File: src/inc/etc_map.vh
// timing counts and field layout of the event time capture unit
`ifndef ETC_MAP_VH
`define ETC_MAP_VH

// state times per tag timer count
`define ETC_TIMER_STATES 8
// state times between two samples of the trigger pins
`define ETC_SAMPLE_STATES 9
// timer counts per skipped tag value
`define ETC_SKIP_COUNTS 9
// number of trigger pins
`define ETC_PIN_COUNT 4
// width of the tag timer
`define ETC_TAG_WIDTH 16
// entries held by the fifo behind the holding register
`define ETC_FIFO_DEPTH 16
// reset values
`define ETC_PINS_RESET 4'h0
`define ETC_TAG_RESET 16'h0000

`endif
File: src/core/etc_capture.v
// event time capture unit: pin sampling, tag timer, holding register
`timescale 1ns/10ps
`include "etc_map.vh"

module etc_capture #(
   parameter PINS = `ETC_PIN_COUNT,
   parameter TAG_W = `ETC_TAG_WIDTH,
   parameter DEPTH = `ETC_FIFO_DEPTH,
   parameter AW = 4
) (
   // clock and reset
   input wire clk,
   input wire rstn,
   // trigger pins from outside
   input wire [PINS-1:0] trigPin,
   // entry read port
   input wire entryTake,
   output reg entryValid_q,
   output reg [PINS-1:0] entryPins_q,
   output reg [TAG_W-1:0] entryTag_q,
   // status
   output reg [TAG_W-1:0] tagTimer_q,
   output reg fifoEmpty_q,
   output reg overflow_q
);

   localparam ENTRY_W = PINS + TAG_W;
   // last count of each divider, cut to the 4-bit counters on purpose
   localparam TIMER_END = `ETC_TIMER_STATES - 1;
   localparam SAMPLE_END = `ETC_SAMPLE_STATES - 1;
   localparam SKIP_END = `ETC_SKIP_COUNTS - 1;
   localparam [3:0] TIMER_LAST = TIMER_END[3:0];
   localparam [3:0] SAMPLE_LAST = SAMPLE_END[3:0];
   localparam [3:0] SKIP_LAST = SKIP_END[3:0];

   // wrapping step counter used by all three dividers
   function [3:0] stepWrap;
      input [3:0] value;
      input [3:0] last;
      begin
         stepWrap = (value == last) ? 4'h0 : value + 4'h1;
      end
   endfunction

   // --------------------------------------------------------------
   // pin synchroniser
   // --------------------------------------------------------------
   reg [PINS-1:0] sync1_q;
   reg [PINS-1:0] sync2_q;
   reg [PINS-1:0] sync3_q;
   reg [PINS-1:0] stable_q;
   reg [PINS-1:0] stable_d;
   integer i;

   // three flops; a bit counts once the second and third agree
   always @(posedge clk or negedge rstn) begin
      if (!rstn) begin
         sync1_q <= `ETC_PINS_RESET;
         sync2_q <= `ETC_PINS_RESET;
         sync3_q <= `ETC_PINS_RESET;
         stable_q <= `ETC_PINS_RESET;
      end else begin
         sync1_q <= trigPin;
         sync2_q <= sync1_q;
         sync3_q <= sync2_q;
         stable_q <= stable_d;
      end
   end

   // per-bit agreement filter
   always @* begin
      stable_d = stable_q;
      for (i = 0; i < PINS; i = i + 1) begin
         if (sync2_q[i] == sync3_q[i]) begin
            stable_d[i] = sync3_q[i];
         end
      end
   end

   // --------------------------------------------------------------
   // tag timer
   // --------------------------------------------------------------
   reg [3:0] prescale_q;
   reg [3:0] skipCnt_q;
   wire timerStep;
   wire skipStep;

   assign timerStep = (prescale_q == TIMER_LAST);
   assign skipStep = timerStep & (skipCnt_q == SKIP_LAST);

   // advance every eight states, jump by two once per nine counts
   always @(posedge clk or negedge rstn) begin
      if (!rstn) begin
         prescale_q <= 4'h0;
         skipCnt_q <= 4'h0;
         tagTimer_q <= `ETC_TAG_RESET;
      end else begin
         prescale_q <= stepWrap(prescale_q, TIMER_LAST);
         if (timerStep) begin
            skipCnt_q <= stepWrap(skipCnt_q, SKIP_LAST);
            if (skipStep) begin
               tagTimer_q <= tagTimer_q + {{(TAG_W-2){1'b0}}, 2'h2};
            end else begin
               tagTimer_q <= tagTimer_q + {{(TAG_W-1){1'b0}}, 1'b1};
            end
         end
      end
   end

   // --------------------------------------------------------------
   // input sampling
   // --------------------------------------------------------------
   reg [3:0] sampleCnt_q;
   reg [PINS-1:0] lastSeen_q;
   wire sampleNow;
   wire [PINS-1:0] changed;
   wire newEvent;

   assign sampleNow = (sampleCnt_q == SAMPLE_LAST);
   // all pins that changed since the last sample share one entry
   assign changed = stable_q ^ lastSeen_q;
   assign newEvent = sampleNow & (|changed);

   // look at the pins only once per nine states
   always @(posedge clk or negedge rstn) begin
      if (!rstn) begin
         sampleCnt_q <= 4'h0;
         lastSeen_q <= `ETC_PINS_RESET;
      end else begin
         sampleCnt_q <= stepWrap(sampleCnt_q, SAMPLE_LAST);
         if (sampleNow) begin
            lastSeen_q <= stable_q;
         end
      end
   end

   // --------------------------------------------------------------
   // fifo behind the holding register
   // --------------------------------------------------------------
   wire fifoInValid;
   wire fifoInReady;
   wire fifoOutValid;
   wire fifoOutReady;
   wire [ENTRY_W-1:0] fifoOutData;
   wire fifoIsEmpty;
   wire holdFree;
   wire toHold;

   // holding register is free when empty or being read this cycle
   assign holdFree = ~entryValid_q | entryTake;
   // straight to holding only while both stages are empty
   assign toHold = newEvent & ~entryValid_q & fifoIsEmpty;
   assign fifoInValid = newEvent & ~toHold;
   assign fifoOutReady = holdFree;

   etc_fifo #(
      .WIDTH(ENTRY_W),
      .DEPTH(DEPTH),
      .AW(AW)
   ) entryFifo (
      .clk(clk),
      .rstn(rstn),
      .inValid(fifoInValid),
      .inReady(fifoInReady),
      .inData({changed, tagTimer_q}),
      .outValid(fifoOutValid),
      .outReady(fifoOutReady),
      .outData(fifoOutData),
      .isEmpty(fifoIsEmpty)
   );

   // --------------------------------------------------------------
   // holding register and status
   // --------------------------------------------------------------
   // tag taken from the timer at the sample, so a following sample
   // is at least one count later and two across a skipped value
   always @(posedge clk or negedge rstn) begin
      if (!rstn) begin
         entryValid_q <= 1'b0;
         entryPins_q <= `ETC_PINS_RESET;
         entryTag_q <= `ETC_TAG_RESET;
         fifoEmpty_q <= 1'b1;
         overflow_q <= 1'b0;
      end else begin
         if (toHold) begin
            entryValid_q <= 1'b1;
            entryPins_q <= changed;
            entryTag_q <= tagTimer_q;
         end else if (holdFree && fifoOutValid) begin
            entryValid_q <= 1'b1;
            entryPins_q <= fifoOutData[ENTRY_W-1:TAG_W];
            entryTag_q <= fifoOutData[TAG_W-1:0];
         end else if (entryTake) begin
            entryValid_q <= 1'b0;
         end
         fifoEmpty_q <= fifoIsEmpty;
         // a full fifo refuses the entry; flag it until reset
         if (fifoInValid && !fifoInReady) begin
            overflow_q <= 1'b1;
         end
      end
   end

endmodule // etc_capture

File: src/core/etc_fifo.v
// first-in first-out buffer with valid and ready on both sides
`timescale 1ns/10ps

module etc_fifo #(
   parameter WIDTH = 20,
   parameter DEPTH = 16,
   parameter AW = 4
) (
   // clock and reset
   input wire clk,
   input wire rstn,
   // filling side
   input wire inValid,
   output wire inReady,
   input wire [WIDTH-1:0] inData,
   // draining side
   output wire outValid,
   input wire outReady,
   output wire [WIDTH-1:0] outData,
   // fill level
   output wire isEmpty
);

   reg [WIDTH-1:0] mem [0:DEPTH-1];
   reg [AW-1:0] wrPtr_q;
   reg [AW-1:0] rdPtr_q;
   reg [AW:0] count_q;
   wire doWrite;
   wire doRead;

   // --------------------------------------------------------------
   // flags
   // --------------------------------------------------------------
   // honest full and empty from the fill count
   assign inReady = (count_q != DEPTH[AW:0]);
   assign outValid = (count_q != {(AW+1){1'b0}});
   assign isEmpty = ~outValid;
   assign outData = mem[rdPtr_q];
   assign doWrite = inValid & inReady;
   assign doRead = outValid & outReady;

   // storage array, no reset needed
   always @(posedge clk) begin
      if (doWrite) begin
         mem[wrPtr_q] <= inData;
      end
   end

   // --------------------------------------------------------------
   // pointers
   // --------------------------------------------------------------
   // pointers wrap at the depth
   always @(posedge clk or negedge rstn) begin
      if (!rstn) begin
         wrPtr_q <= {AW{1'b0}};
         rdPtr_q <= {AW{1'b0}};
         count_q <= {(AW+1){1'b0}};
      end else begin
         if (doWrite) begin
            wrPtr_q <= (wrPtr_q == DEPTH[AW-1:0] - 1'b1) ?
               {AW{1'b0}} : wrPtr_q + 1'b1;
         end
         if (doRead) begin
            rdPtr_q <= (rdPtr_q == DEPTH[AW-1:0] - 1'b1) ?
               {AW{1'b0}} : rdPtr_q + 1'b1;
         end
         if (doWrite && !doRead) begin
            count_q <= count_q + 1'b1;
         end else if (doRead && !doWrite) begin
            count_q <= count_q - 1'b1;
         end
      end
   end

endmodule // etc_fifo

File: config.mk
export PLATFORM = sky130hd
export DESIGN_NAME = etc_capture
export DESIGN_NICKNAME = d
export VERILOG_FILES = /design/src/core/etc_capture.v /design/src/core/etc_fifo.v
export VERILOG_INCLUDE_DIRS = /design/src /design/src/inc
export SDC_FILE = /design/constraint.sdc
export NUM_CORES = 1
export LEC_CHECK = 0
export ABC_CLOCK_PERIOD_IN_PS = 3200
export BUFFER_PORTS_ARGS = -buffer_cell sky130_fd_sc_hd__buf_4
export CORE_MARGIN = 2
export CORE_UTILIZATION = 56
export CTS_CLUSTER_DIAMETER = 40
export DETAILED_ROUTE_END_ITERATION = 8
export HOLD_SLACK_MARGIN = 0.03
export PLACE_DENSITY = 0.76
export SLEW_MARGIN = 0
export SYNTH_ARGS = -nofsm -noshare
export SYNTH_HDL_FRONTEND = slang
export SYNTH_SLANG_ARGS = --single-unit
File: constraint.sdc
create_clock -name clk -period 3.2 [get_ports clk]
set_clock_uncertainty 0.05 [all_clocks]
set_input_delay 0.48 -clock clk [delete_from_list [all_inputs] [get_ports clk]]
set_output_delay 0.48 -clock clk [all_outputs]
set_load 0.1 [all_outputs]
==> metrics, run 1 <==
Clk Latency, worst-skew pair=0.54 ns; Tcrit/Tclk final=94.2%; power per standard cell area=806 mW/mm^2; Final Critical Period=3.01 ns; Comb power frac=22.6%; Mapped Cells=833; GRT Overall Usage=23.8%; FF+latch count, synth=404; clock slew at reported path FFs=0.06 ns; Die X-Extent=172 um; Register-to-Register Path Depth=11; global-route wire length before repair=51.0 mm; sw power=4.69 mW; Hold Path Sink=sync2_q[0]; Mapped Nets=857; P&R area growth vs syn=17.7%; Clock Sinks=404; Worst setup SP type=flop; initial antenna violation count=0; clock power share=35.1%; Finished Core Util=67.0%; EDFF count, synth=320; drt via density=6.00; Async SR Flop Fraction=20.8%; H-Tree Level Count=2; Sequential Power Share=42.3%; fmax=332 MHz; routability cong.=0.782; antenna-violating nets left=0; die area=0.0296 mm^2; hold path depth=0; Worst R2R Setup Slack=0.19 ns; drt pass-1 iters=5; via count=8218; Fin. Hold Viols=0; Crit Reg-Reg Endpoint=entryFifo.count_q[4]; row count=61; postcts setup bufs=0; drt drc=0; MaxCap Viol Count=0; number of inserted diodes=0; clk buf depth=3; Cell Int Power=10.3 mW; die height=172 um; Port Buf Inserts=45; RSZ-0062 raised after global routing=no; final net count=978; worst-path fanout max=8; Yosys warning count=0; WS Path Type=flop to flop; Sw Ratio=31.3%; outcome=completed; WL final=33.6 mm; critical path data required time=3.62 ns; sequential area share after synthesis=74.1%; Synth Cell Area=0.0158 mm^2; root buf cell=clkbuf_16; Core Area=0.0278 mm^2; synth top area cells=edfxtp_1, dfrtp_1, mux4_2, mux2i_1, ha_1; reg-to-reg startpoint=entryFifo.count_q[1]; most frequent cells after synthesis=edfxtp_1, dfrtp_1, mux4_2, mux2i_1, a21oi_1; min setup slack post-route=0.185 ns; layout cells sized above 1=27.7%; VDD IR max=0.000552 V; hold crit path type=flop to flop; pin slew with the least headroom to its limit=0.782 ns; dpl cell area=0.0170 mm^2; count of different cell masters after synthesis=48; setup total negative slack=0 ns; Critical Path End Type=flop; CTS tree=done; most frequent cell after synthesis=edfxtp_1; multi-input combinational cell area=0.00388 mm^2; Place WS=0.218 ns; vias in the first global route=8363; P_leak=6.08 nW; setup violators final=0; # IOs=46; CTS Buf Count=47; normalized max-slew margin=47.9%; Data arrival, critical path=3.43 ns; 1st-iter DRT viols=862; mean post-synth cell area=19.0 um^2; Final Cell Area=0.0186 mm^2; Final HPWL DP=19.4 mm; Reg area=0.0117 mm^2; ys flop type=edfxtp_1; GR Overflow Total=0; Slew Limit Fails=0; HP Start=sync1_q[0]; Fillers=1815; post-synth top area share=60.8%; largest net degree at the start of global routing=54; routed length per instance=24.5 um; Initial Utilization=56.9%; area leader, netlist=edfxtp_1
==> metal layers <==
| layer | wire, um | share of wire (%) | vias to the layer above | GRT usage [%] |
|---|---|---|---|---|
| li1 | - | - | 3562 | - |
| met1 | 13900 | 41 | 4275 | 33.1 |
| met2 | 16800 | 50 | 316 | 39.1 |
| met3 | 2040 | 6.1 | 65 | 4.05 |
| met4 | 855 | 2.5 | 0 | 7.56 |
| met5 | 0 | 0 | - | 0 |
==> power by group through the flow <==
stage | sequential [mW] | combinational [mW] | clock (mW)
5_1_grt | 6.40 | 3.59 | 5.53
2_1_floorplan | 7.13 | 1.83 | 0
4_1_cts | 6.36 | 3.39 | 5.33
3_3_place_gp | 6.45 | 3.35 | 0
3_5_place_dp | 6.46 | 3.38 | 0
6_report | 6.35 | 3.38 | 5.26
==> cells by family (layout without fill, tap and decap cells) <==
logic type,after synthesis,count (layout),synth area share (%)
simple gates,115,115,3.71
fa+ha+maj,21,21,1.65
xor+xnor,27,27,1.50
flops,404,404,74.1
compound gates,94,94,3.73
buf+inv,53,212,1.42
mux,119,119,13.9
==> worst max-delay path, cell delays in order (launching register included) <==
cell and delay [ns]:
dfrtp_1 0.41, or4_4 0.61, a21oi_1 0.21, nor2_1 0.09
ha_1 0.24, inv_1 0.12, ha_1 0.28, nor2b_1 0.15
o21a_1 0.17, or3_1 0.30, a21oi_1 0.18, xnor2_1 0.13
==> through the flow <==
| stage | hold slack (ns) | total power, mW | instances |
|---|---|---|---|
| 5_1_grt | 0.307 | 15.5 | 1370 |
| 3_5_place_dp | 0.287 | 9.84 | 1278 |
| 4_1_cts | 0.300 | 15.1 | 1370 |
| 2_1_floorplan | 0.134 | 8.96 | 833 |
| 6_report | 0.293 | 15.0 | 1370 |
| 3_3_place_gp | 0.282 | 9.80 | 1278 |
==> what timing repair did <==
action,CTS,global route
hold buffers,5,0
endpoints found under the hold margin,55,0
resized for setup,0,0
==> layout by cell type, fill, tap and decap left out, types with 4 or more instances in the layout <==
cell and instances:
edfxtp_1 320, xor2_1 8, o21ai_0 13, a21oi_1 36, buf_12 6, inv_1 15
clkinvlp_4 4, clkinv_4 4, xnor2_1 18, nor2b_1 5, dlygate4sd3_1 5, clkbuf_16 49
nand3_1 12, and2_1 16, nand2_1 28, a221o_1 5, dfrtp_1 79, maj3_1 4
nor2_1 27, a211oi_1 9, clkinv_2 11, bufinv_16 4, o22ai_1 16, mux4_2 80
a21o_1 4, nor3_1 4, mux2i_1 37, ha_1 16, clkbuf_1 5, buf_4 99
clkinv_1 5
==> cell type report <==
| class | instances | area share, % |
|---|---|---|
| clock buffers | 55 | 6.77 |
| clock inverters | 32 | 1.62 |
| inverters | 15 | 0.303 |
| multi-input cells | 376 | 20.8 |
| flip-flops and latches | 404 | 63.0 |
| well taps | 378 | 2.54 |
| repair buffers | 110 | 4.91 |
==> flip-flops by register name (all words and copies together), names as in the netlist, 5 cells and up <==
signal             flops
entryTag_q            16
tagTimer_q            16
entryFifo.count_q      5
entryFifo.mem        320
==> how the worst max path moves through the flow <==
stage	startpoint	end	slack, ns	cells after the start
after global routing	entryFifo.count_q[1]	entryFifo.count_q[4]	0.04	11
after floorplan	stable_q[3]	entryFifo.count_q[4]	0.0006	11
after global placement	entryFifo.count_q[1]	entryFifo.count_q[4]	0.28	11
after CTS	entryFifo.count_q[1]	entryFifo.count_q[4]	0.20	11
after detailed placement	entryFifo.count_q[1]	entryFifo.count_q[4]	0.22	11
final	entryFifo.count_q[1]	entryFifo.count_q[4]	0.19	11
(Power assumes the default switching activity.)
==> run 2, diff against run 1 <==
--- a/config.mk
+++ b/config.mk
@@ -14,7 +14,7 @@
 export DETAILED_ROUTE_END_ITERATION = 8
 export HOLD_SLACK_MARGIN = 0.03
 export PLACE_DENSITY = 0.76
-export SLEW_MARGIN = 0
+export SLEW_MARGIN = 20
 export SYNTH_ARGS = -nofsm -noshare
 export SYNTH_HDL_FRONTEND = slang
 export SYNTH_SLANG_ARGS = --single-unit
==> constraint.sdc (replaced) <==
create_clock -name clk -period 3.2 [get_ports clk]
set_clock_uncertainty 0.05 [all_clocks]
set_input_delay 0.16 -clock clk [delete_from_list [all_inputs] [get_ports clk]]
set_output_delay 0.16 -clock clk [all_outputs]
set_load 0.1 [all_outputs]
==> run 2 against run 1 <==
Net effect:
- via count shrank 0.71%
- clock power grew 2%
- sequential power is essentially flat
- combinational power is essentially flat
- largest cell class unchanged
- highest routed layer unchanged
==> metrics, run 2 (synthesis gave the netlist of run 1 again) <==
drt via density=5.98; largest registers=entryFifo.mem: 320 flops, entryTag_q: 16 flops, tagTimer_q: 16 flops; Slew Limit Fails=0; initial antenna violation count=0; Cell Int Power=10.5 mW; final net count=975; global-route wire length before repair=51.3 mm; number of inserted diodes=0; Core Area=0.0278 mm^2; H-Tree Level Count=2; most frequent cells in the layout=edfxtp_1, buf_4, mux4_2, dfrtp_1, clkbuf_16; routability cong.=0.801; largest net degree at the start of global routing=52; Worst setup SP type=flop; 1st-iter DRT viols=862; most common cell after layout, fill and taps aside=edfxtp_1; Initial Utilization=56.9%; WS Path Type=flop to flop; normalized max-slew margin=46.5%; Die X-Extent=172 um; Total Power=15.1 mW; Sw Ratio=31.0%; root buf cell=clkbuf_16; routed length per instance=24.7 um; vias in the first global route=8473; hold crit path type=primary input to async pin; RSZ-0062 raised after global routing=yes; pin slew with the least headroom to its limit=0.802 ns; Final Critical Period=3.05 ns; WL final=33.7 mm; CTS tree=done; outcome=completed; drt pass-1 iters=6; Tcrit/Tclk final=95.2%; Comb power frac=22.5%; Clock Sinks=404; GR Overflow Total=0; clock power share=35.5%; Sequential Power Share=42.0%; setup violators final=0; MaxCap Viol Count=0; row count=61; # IOs=46; Finished Core Util=67.1%; Critical Path End Type=flop; P_leak=6.07 nW; power per standard cell area=813 mW/mm^2; CTS Buf Count=45; sw power=4.70 mW; GRT Overall Usage=24.0%; fmax=328 MHz; critical path data required time=3.60 ns; worst-path fanout max=18; Fin. Hold Viols=0; Final HPWL DP=19.6 mm; Fillers=1822; P&R area growth vs syn=17.9%; Clk Latency, worst-skew pair=0.55 ns; largest register by flop count=entryFifo.mem; Port Buf Inserts=45; antenna-violating nets left=0; VDD IR max=0.000684 V; Data arrival, critical path=3.45 ns; clock slew at reported path FFs=0.06 ns; clk buf depth=3; max reg flops=320; via count=8160; die area=0.0296 mm^2; layout cells sized above 1=27.3%; drt drc=0; die height=172 um
-- run 2: power groups by stage --
stage	sequential (mW)	clock, mW	combinational, mW
after floorplan	7.13	0	1.83
after global placement	6.46	0	3.38
after detailed placement	6.46	0	3.43
after CTS	6.36	5.44	3.44
after global routing	6.41	5.65	3.63
final	6.36	5.38	3.41
-- run 2: per-layer routing --
| layer | wire length (um) | track usage [%] |
|---|---|---|
| met5 | 0 | 0 |
| met4 | 1010 | 8.51 |
| met3 | 2710 | 5.31 |
| met2 | 16400 | 38.8 |
| met1 | 13500 | 32.7 |
-- run 2: worst paths after layout --
check	from	endpoint	slack, ns	cells after the start
max	stable_q[2]	entryFifo.count_q[4]	0.15	11
min	rstn	lastSeen_q[0]	0.17	2
max reg2reg	stable_q[2]	entryFifo.count_q[4]	0.15	11
min reg2reg	sync1_q[1]	sync2_q[1]	0.29	0
max in group asynchronous	rstn	entryTag_q[8]	2.26	3
min in group clk	trigPin[3]	sync1_q[3]	0.21	2
-- run 2: layout make-up --
cell class                 instances  area (um^2)  share of cell area [%]
inverter                          15         56.3                   0.302
sequential                       404        11700                    62.9
clock buffer                      54         1210                    6.51
multi-input combinational        376         3900                    20.9
tap                              378          473                    2.54
clock inverter                    28          362                    1.94
timing repair buffer             109          908                    4.87
-- run 2: what timing repair did --
action	CTS	global route
endpoints found under the hold margin	54	0
hold buffers	6	0
endpoints found under the setup margin	13	35
resized for setup	1	2
setup buffers	0	0
cloned	0	0
-- run 2: through the flow --
stage	TNS (ns)	instances	instance area, um^2	hold slack (ns)	setup WS (ns)
after floorplan	0	833	15800	-0.186	0.000590
after global placement	0	1276	17000	0.214	0.0460
after detailed placement	-0.119	1276	17000	0.221	-0.0775
after CTS	0	1364	18600	0.180	0.129
after global routing	-0.0362	1364	18600	0.218	-0.0362
final	0	1364	18600	0.173	0.153
-- run 2: worst max-delay path: stages (launching register included) --
cell and delay (ns):
dfrtp_1 0.47, xor2_4 0.46, o41ai_2 0.17, nor2_1 0.22, ha_1 0.26, inv_1 0.10
ha_1 0.32, nor2b_1 0.14, o21a_1 0.17, or3_1 0.30, a21oi_1 0.17, xnor2_1 0.13
